## config.mk

```make
export PLATFORM = sky130hd
export DESIGN_NAME = emmc_top
export DESIGN_NICKNAME = d
export VERILOG_FILES = /design/src/verilog/emmc_pkg.sv /design/src/verilog/emmc_sync_if.sv /design/src/verilog/emmc_sync.sv /design/src/verilog/emmc_top.sv
export VERILOG_INCLUDE_DIRS = /design/src /design/src/verilog
export SDC_FILE = /design/constraint.sdc
export NUM_CORES = 1
export LEC_CHECK = 0
export ABC_AREA = 1
export BUFFER_PORTS_ARGS = -buffer_cell sky130_fd_sc_hd__buf_2
export CAP_MARGIN = 0
export CORE_ASPECT_RATIO = 1.25
export CORE_UTILIZATION = 52
export CTS_CLUSTER_DIAMETER = 100
export DETAILED_ROUTE_END_ITERATION = 12
export HOLD_SLACK_MARGIN = 0.12
export PLACE_DENSITY = 0.8
export SLEW_MARGIN = 20
export SYNTH_ARGS = -nofsm -noshare
export SYNTH_HDL_FRONTEND = slang
export SYNTH_HIERARCHICAL = 1
export SYNTH_SLANG_ARGS = --single-unit
```

## constraint.sdc

```tcl
create_clock -name clk_sys -period 1.7 [get_ports clk_sys]
set_input_delay 0.085 -clock clk_sys [delete_from_list [all_inputs] [get_ports clk_sys]]
set_output_delay 0.085 -clock clk_sys [all_outputs]
set_load 0.05 [all_outputs]
```

## src/verilog/emmc_defs.svh

```systemverilog
// constants for the external memory bus mode controller
`ifndef EMMC_DEFS_SVH
`define EMMC_DEFS_SVH
`define EMMC_CFG_ADDR 12'h000
`define EMMC_REQ_ADDR 12'h004
`define EMMC_STAT_ADDR 12'h008
`define EMMC_CFG_RESET 8'h03
`define EMMC_MUX_BIT 4
`define EMMC_MODE_HI 3
`define EMMC_MODE_LO 2
`define EMMC_ALE_HI 1
`define EMMC_ALE_LO 0
`define EMMC_CFG_MASK 8'h1F
`define EMMC_ONCHIP_LIMIT 16'h2000
`define EMMC_ONCHIP_MASK 16'h1FFF
`define EMMC_REQ_WRITE_BIT 24
`define EMMC_REQ_GO_BIT 25
// strobe outlasts the two synchroniser flops so read data is sampled live
`define EMMC_STROBE_CYCLES 3'h3
`define EMMC_STAT_BUSY_BIT 8
`define EMMC_STAT_OFFCHIP_BIT 9
`define EMMC_STAT_ONCHIP_BIT 10
`endif

```

## src/verilog/emmc_pkg.sv

```systemverilog
// types for the external memory bus mode controller
package emmc_pkg;
  typedef enum logic [1:0] {
    EMMC_ONCHIP_ONLY,
    EMMC_SPLIT_NOBANK,
    EMMC_SPLIT_BANK,
    EMMC_OFFCHIP_ONLY
  } emmc_mode_type;
  typedef enum {
    EMMC_IDLE,
    EMMC_ALE_HIGH,
    EMMC_ALE_LOW,
    EMMC_STROBE,
    EMMC_DONE
  } emmc_state_type;
endpackage

```

## src/verilog/emmc_sync_if.sv

```systemverilog
// carrier between the top and its pin synchroniser
`timescale 1ns/1ps
`default_nettype none
interface emmc_sync_if;
  logic [7:0] data_sync;
  modport src (output data_sync);
  modport dst (input data_sync);
endinterface
`default_nettype wire

```

## src/verilog/emmc_sync.sv

```systemverilog
// two-stage synchroniser for the external data pins
`timescale 1ns/1ps
`default_nettype none
module emmc_sync #(
  parameter int WIDTH = 8
) (
  input wire logic clk_sys,
  input wire logic nrst,
  input wire logic [WIDTH-1:0] pins_in,
  emmc_sync_if.src sync
);
  logic [WIDTH-1:0] stage1;
  logic [WIDTH-1:0] stage2;
  logic [WIDTH-1:0] next_stage1;
  logic [WIDTH-1:0] next_stage2;
  if (WIDTH != 8) begin : g_width_bad
    $error("emmc_sync supports 8 bits only");
  end
  always_comb begin
    next_stage1 = pins_in;
    next_stage2 = stage1;
  end
  always_ff @(posedge clk_sys) begin
    if (!nrst) begin
      stage1 <= '0;
      stage2 <= '0;
    end else begin
      stage1 <= next_stage1;
      stage2 <= next_stage2;
    end
  end
  assign sync.data_sync = stage2;
endmodule
`default_nettype wire

```

## src/verilog/emmc_top.sv

```systemverilog
// external memory bus mode controller with APB configuration port
//
// Overview of operation
// - config bit 4 chooses multiplexed or non-multiplexed bus operation.
// - bit 4 set: address and data on separate dedicated pins.
// - bit 4 clear: low address byte and data share the pins.
// - bits 3-2 pick on-chip only, split, split with bank, off-chip.
// - split modes send addresses below 8k on-chip, others external.
// - multiplexed mode puts data and low address on eight shared pins.
// - this block drives the address-latch strobe in multiplexed mode.
// - first phase: strobe high, low address byte on shared pins.
// - strobe falls high to low; the second phase starts after its low time.
// - second phase: data on shared pins while read/write strobe active.
// - bits 1-0 set strobe high and low time, 1 to 4 clocks.
// - drivers off on every pin acting as input during an access.
//
// The APB slave port and the address map are this design's own decisions.
`timescale 1ns/1ps
`default_nettype none
`include "emmc_defs.svh"
module emmc_top import emmc_pkg::*; #(
  parameter int ADDR_W = 12
) (
  input wire logic clk_sys,
  input wire logic nrst,
  input wire logic psel,
  input wire logic penable,
  input wire logic pwrite,
  input wire logic [ADDR_W-1:0] paddr,
  input wire logic [31:0] pwdata,
  output logic [31:0] prdata,
  output logic pready,
  output logic pslverr,
  output logic [15:0] addr_out,
  output logic [15:0] addr_oe,
  output logic [7:0] data_out,
  output logic [7:0] data_oe,
  input wire logic [7:0] data_in,
  output logic ale,
  output logic rd_n,
  output logic wr_n,
  output logic onchip_req,
  output logic [12:0] onchip_addr
);
  if (ADDR_W < 4) begin : g_addr_w_bad
    $error("emmc_top needs at least 4 address bits");
  end

  emmc_sync_if sync_bus ();
  emmc_sync #(.WIDTH(8)) u_sync (
    .clk_sys(clk_sys),
    .nrst(nrst),
    .pins_in(data_in),
    .sync(sync_bus)
  );

  function automatic logic [2:0] ale_cycles(input logic [1:0] sel);
    ale_cycles = {1'b0, sel} + 3'h1;
  endfunction

  function automatic logic is_offchip(input emmc_mode_type m,
                                      input logic [15:0] a);
    unique case (m)
      EMMC_ONCHIP_ONLY: is_offchip = 1'b0;
      EMMC_SPLIT_NOBANK,
      EMMC_SPLIT_BANK: is_offchip = (a >= `EMMC_ONCHIP_LIMIT);
      EMMC_OFFCHIP_ONLY: is_offchip = 1'b1;
    endcase
  endfunction

  logic [7:0] config_reg;
  logic [15:0] req_addr;
  logic [7:0] req_wdata;
  logic req_write;
  logic [7:0] rd_data;
  emmc_state_type state;
  logic [2:0] count;
  logic [7:0] next_config_reg;
  logic [15:0] next_req_addr;
  logic [7:0] next_req_wdata;
  logic next_req_write;
  logic [7:0] next_rd_data;
  emmc_state_type next_state;
  logic [2:0] next_count;
  logic [31:0] next_prdata;
  logic next_pready;
  logic next_pslverr;
  logic [15:0] next_addr_out;
  logic [15:0] next_addr_oe;
  logic [7:0] next_data_out;
  logic [7:0] next_data_oe;
  logic next_ale;
  logic next_rd_n;
  logic next_wr_n;
  logic next_onchip_req;
  logic [12:0] next_onchip_addr;
  logic setup_phase;
  logic non_mux;
  emmc_mode_type mem_mode;
  logic [2:0] ale_len;
  logic go;
  logic access_done;

  assign setup_phase = psel && !penable;
  assign access_done = psel && penable && pready;
  assign non_mux = config_reg[`EMMC_MUX_BIT];
  assign mem_mode = emmc_mode_type'(config_reg[`EMMC_MODE_HI:`EMMC_MODE_LO]);
  assign ale_len = ale_cycles(config_reg[`EMMC_ALE_HI:`EMMC_ALE_LO]);
  // taken at the access edge; a setup refused as busy never starts one
  assign go = access_done && pwrite && paddr == `EMMC_REQ_ADDR
              && pwdata[`EMMC_REQ_GO_BIT] && !pslverr && state == EMMC_IDLE;

  // apb: no wait states, answer registered in the setup cycle;
  // writes land only at the edge that completes the access
  always_comb begin
    next_config_reg = config_reg;
    next_prdata = 32'h0;
    next_pready = 1'b0;
    next_pslverr = 1'b0;
    if (access_done && pwrite && paddr == `EMMC_CFG_ADDR) begin
      next_config_reg = pwdata[7:0] & `EMMC_CFG_MASK;
    end
    if (setup_phase) begin
      next_pready = 1'b1;
      unique case (paddr)
        `EMMC_CFG_ADDR: begin
          next_prdata = {24'h0, config_reg};
        end
        `EMMC_REQ_ADDR: begin
          if (pwrite && state != EMMC_IDLE) begin
            next_pslverr = 1'b1;
          end
          next_prdata = {6'h0, 1'b0, req_write, req_addr, req_wdata};
        end
        `EMMC_STAT_ADDR: begin
          next_pslverr = pwrite;
          next_prdata = {21'h0, onchip_req, !rd_n || !wr_n,
                         state != EMMC_IDLE, rd_data};
        end
        default: next_pslverr = 1'b1;
      endcase
    end
  end

  // access sequencer
  always_comb begin
    next_state = state;
    next_count = count;
    next_req_addr = req_addr;
    next_req_wdata = req_wdata;
    next_req_write = req_write;
    next_rd_data = rd_data;
    next_addr_out = addr_out;
    next_addr_oe = 16'h0;
    next_data_out = data_out;
    next_data_oe = 8'h0;
    next_ale = 1'b0;
    next_rd_n = 1'b1;
    next_wr_n = 1'b1;
    next_onchip_req = 1'b0;
    next_onchip_addr = onchip_addr;
    unique case (state)
      EMMC_IDLE: begin
        if (go) begin
          next_req_addr = pwdata[23:8];
          next_req_wdata = pwdata[7:0];
          next_req_write = pwdata[`EMMC_REQ_WRITE_BIT];
          if (!is_offchip(mem_mode, pwdata[23:8])) begin
            // on-chip: addresses alias inside the 8k space
            next_onchip_req = 1'b1;
            next_onchip_addr = pwdata[20:8] & 13'(`EMMC_ONCHIP_MASK);
          end else if (non_mux) begin
            next_state = EMMC_STROBE;
            next_count = `EMMC_STROBE_CYCLES;
            next_addr_out = pwdata[23:8];
            next_addr_oe = 16'hFFFF;
            next_data_out = pwdata[7:0];
            next_data_oe = {8{pwdata[`EMMC_REQ_WRITE_BIT]}};
            next_rd_n = pwdata[`EMMC_REQ_WRITE_BIT];
            next_wr_n = !pwdata[`EMMC_REQ_WRITE_BIT];
          end else begin
            next_state = EMMC_ALE_HIGH;
            next_count = ale_len;
            next_ale = 1'b1;
            next_addr_out = {pwdata[23:16], 8'h00};
            next_addr_oe = 16'hFF00;
            next_data_out = pwdata[15:8];
            next_data_oe = 8'hFF;
          end
        end
      end
      EMMC_ALE_HIGH: begin
        next_addr_oe = 16'hFF00;
        next_data_oe = 8'hFF;
        next_ale = 1'b1;
        next_count = count - 3'h1;
        if (count == 3'h1) begin
          next_ale = 1'b0;
          next_state = EMMC_ALE_LOW;
          next_count = ale_len;
        end
      end
      EMMC_ALE_LOW: begin
        // address held on the pins while the latch closes
        next_addr_oe = 16'hFF00;
        next_data_oe = 8'hFF;
        next_count = count - 3'h1;
        if (count == 3'h1) begin
          next_state = EMMC_STROBE;
          next_count = `EMMC_STROBE_CYCLES;
          next_data_out = req_wdata;
          next_data_oe = {8{req_write}};
          next_rd_n = req_write;
          next_wr_n = !req_write;
        end
      end
      EMMC_STROBE: begin
        next_addr_oe = non_mux ? 16'hFFFF : 16'hFF00;
        next_data_oe = {8{req_write}};
        next_rd_n = req_write;
        next_wr_n = !req_write;
        next_count = count - 3'h1;
        if (count == 3'h1) begin
          next_rd_n = 1'b1;
          next_wr_n = 1'b1;
          next_state = EMMC_DONE;
          if (!req_write) begin
            next_rd_data = sync_bus.data_sync;
          end
        end
      end
      EMMC_DONE: begin
        // one hold cycle: strobes off, address and write data still driven; all drivers off from the next cycle
        next_state = EMMC_IDLE;
      end
    endcase
  end

  always_ff @(posedge clk_sys) begin
    if (!nrst) begin
      config_reg <= `EMMC_CFG_RESET;
      state <= EMMC_IDLE;
      count <= 3'h0;
      req_addr <= 16'h0;
      req_wdata <= 8'h0;
      req_write <= 1'b0;
      rd_data <= 8'h0;
      prdata <= 32'h0;
      pready <= 1'b0;
      pslverr <= 1'b0;
      addr_out <= 16'h0;
      addr_oe <= 16'h0;
      data_out <= 8'h0;
      data_oe <= 8'h0;
      ale <= 1'b0;
      rd_n <= 1'b1;
      wr_n <= 1'b1;
      onchip_req <= 1'b0;
      onchip_addr <= 13'h0;
    end else begin
      config_reg <= next_config_reg;
      state <= next_state;
      count <= next_count;
      req_addr <= next_req_addr;
      req_wdata <= next_req_wdata;
      req_write <= next_req_write;
      rd_data <= next_rd_data;
      prdata <= next_prdata;
      pready <= next_pready;
      pslverr <= next_pslverr;
      addr_out <= next_addr_out;
      addr_oe <= next_addr_oe;
      data_out <= next_data_out;
      data_oe <= next_data_oe;
      ale <= next_ale;
      rd_n <= next_rd_n;
      wr_n <= next_wr_n;
      onchip_req <= next_onchip_req;
      onchip_addr <= next_onchip_addr;
    end
  end
endmodule
`default_nettype wire

```

==> out/results.ini <==
[cells_and_area]
largest_reg_flops=25
final_core_util_pct=70.0
fill_cells=831
layout.nets=968
reg_top3=prdata x25, addr_out x16, req_addr x16
layout-drive-gt1-share_pct=24.5
top_register=prdata
area_growth_pct=30.7
multi_input_area_um2=2220
antenna_cells=0
fin_area_um2=7110
final-seq-area_um2=2620

[detailed_routing]
dr.pass1.iters=5
drt.antenna.violating_nets=0
routed_wl_um=14400
wl_per_cell_um=13.7
vias=5334
drc=0
avgViaCountPerCell=5.09
drt_iter0_drc=442

[setup_path]
max_stage_delay_ps=340
critPathTopFamily=simple AND/OR/NAND/NOR gates
cp-end-kind=register
cp_max_fo=8
crit_start=config_reg[2]$_SDFFE_PN0P_
path_class=register to register
cp_slowest_cell=dfxtp_1
critPathArrivalTime_ps=1890
r2r_start=config_reg[2]$_SDFFE_PN0P_
path_common_cell=nand2_1
critPathRequiredTime_ps=1970
crit_path_cell_trace=inv_1 > ha_1 > nand2_1 > nand2_1 > nand2_4 > nor2_1 > nand2_2 > nand2_1 > a21oi_1
start_kind=register
worst-path-buf-inv=1

[yosys]
syn_area_per_cell_um2=7.39
yosysUniqueCellTypes=34
synth_warnings=6
syn_area_um2=5440
syn-instance-count=736
yosysSeqAreaShare_pct=48.2
synth-seq-cells=131

[power_and_ir_drop]
swShare_pct=22.1
seqPwrFrac_pct=45.6
p_leak_nw=3.38
p_sw_mw=1.51
power.internal_mw=5.29
combPwrFrac_pct=4.5
pwr-share-clk_pct=49.9
p_per_area_nw_per_um2=956
vdd_drop_max_v=0.000711

[clocking]
clock-sinks=131
cts-root-buf=clkbuf_16
insertion_delay_ps=410
cts_tree=yes
cts.clk_slew.worst_paths_ps=60
cts_buffer_depth=2
cts_buffers=17
cts_max_level=4

[sta]
final-hold-violation-count=0
rsz0062_at_grt=yes
finalCritPeriodShare_pct=94.9
min_period_ps=1610
final-setup-viol-count=0
slew_viol_final=0
finalClockSkew_ps=8.66
clock.fmax_mhz=620

[grt]
grt_start_max_net_pins=51
grt_util_all_layers_pct=26.9
grtUsageMet2_pct=46.3
grt_pass1_vias=4766
overflow=0
grt_pass1_wl_um=22300
grt_busiest_layer=met2
grt.met1_usage_pct=31.1
grt.met3_usage_pct=7.10
antenna_found_initial=0

[floorplan]
core_um2=10200
dieArea_um2=10900
die_w_um=93.5
start_util_pct=53.5
die_h_um=116
num_rows=41
io_pins=156

[worst_hold_path]
worstHoldStart=paddr[3]
hold_path.class=input pin to register

[place]
routabilityCongestion=0.922
hpwl_um=9670
dpl_cell_area_um2=6160
portBuffers=142

[run_status]
outcome=completed

[job]
max-cap-violations=0

-- worst paths after layout --
check                                        end  slack [ps]  depth (start not counted)
max reg2reg            addr_out[15]$_SDFFE_PN0P_          90                          9
min                         prdata[3]$_SDFF_PN0_         140                          4
max                    addr_out[15]$_SDFFE_PN0P_          90                          9
min reg2reg  u_sync/sync.data_sync[4]$_SDFF_PN0_         410                          2
-- area by class of cell --
class | count | area share [%]
clock buffer | 19 | 6.37
clock inverter | 13 | 1.55
inverter | 67 | 3.54
multi-input combinational | 487 | 31.2
sequential | 131 | 36.9
tap | 129 | 2.27
timing repair buffer | 202 | 18.1
-- cells by family (layout without fill, tap and decap cells) --
logic type                 count (synthesis)  in the layout  synth area share (%)
buffers and inverters                    124            301                  11.8
AOI/OAI and AO/OA                        106            106                  10.5
xor gates and xnor gates                   1              1                 0.161
and+or+nand+nor                          368            368                  28.0
DFF                                      131            131                  48.2
adders and majority gates                  5              5                  1.15
other                                      1              7                0.0689
-- synth_stat cells, drive strengths merged --
cell | count | area (um^2)
o211ai | 6 | 45.0
nor4 | 1 | 6.26
o21bai | 1 | 7.51
o2111ai | 1 | 8.76
dfxtp | 131 | 2620
a31oi | 1 | 6.26
conb | 1 | 3.75
clkinv | 2 | 7.51
nand3b | 1 | 7.51
clkbuf | 12 | 45.0
o31ai | 8 | 60.1
nor2 | 114 | 454
xor2 | 1 | 8.76
a21oi | 63 | 315
buf | 45 | 347
inv | 65 | 244
o21ai | 26 | 130
ha | 5 | 62.6
nand2 | 199 | 769
nor3 | 5 | 30.0
nand3 | 48 | 258
-- power groups by stage --
stage          sequential [mW]  clock, mW  combinational, mW
5_1_grt                   3.10       3.58              0.329
3_3_place_gp              3.16          0              0.238
3_5_place_dp              3.16          0              0.237
4_1_cts                   3.10       3.43              0.302
6_report                  3.10       3.39              0.306
2_1_floorplan             3.17          0              0.137
-- what timing repair did --
action / in CTS / in global routing
hold buffers: 36 / 0
resized for setup: 0 / 8
endpoints found under the hold margin: 74 / 0
buffers inserted: 0 / 0
endpoints found under the setup margin: 0 / 45
-- per-stage QoR --
stage	hold WS [ps]	std cells	power [mW]	setup WS (ps)	setup TNS, ps
finish	135	1048	6.80	86.0	0
global route	121	1048	7.01	-25.5	-32.1
CTS	123	1048	6.83	35.1	0
detailed placement	270	980	3.40	63.6	0
global placement	266	980	3.40	93.0	0
floorplan	177	742	3.30	150	0
-- cell usage in the layout, fill, tap and decap left out, types with 2 or more instances in the layout --
cell           instances
inv_2                  5
nand2_4                2
nand3_1               46
clkbuf_8               2
nor3_1                 4
dlygate4sd3_1         36
nor2_1               110
conb_1                 7
buf_12                 3
clkbuf_16             17
inv_1                 60
ha_1                   5
nand2_1              185
nand2_2               12
nor2_2                 2
buf_4                 21
a21oi_1               63
clkinvlp_4             5
dfxtp_1              130
clkinv_2               5
o21ai_0               25
o31ai_1                8
buf_2                142
clkinv_1               2
o211ai_1               6
-- per-layer routing --
layer | up-vias | wire length [um]
met4 | 0 | 479
met5 | - | 0
met3 | 41 | 1040
met2 | 234 | 7060
li1 | 2636 | -
met1 | 2423 | 5820
-- worst min-delay path, stage by stage --
cell,delay [ps]
buf_2,90
nor3_1,60
nand3_1,110
a31oi_1,120
Note: power is estimated with default switching activity, not from simulation.
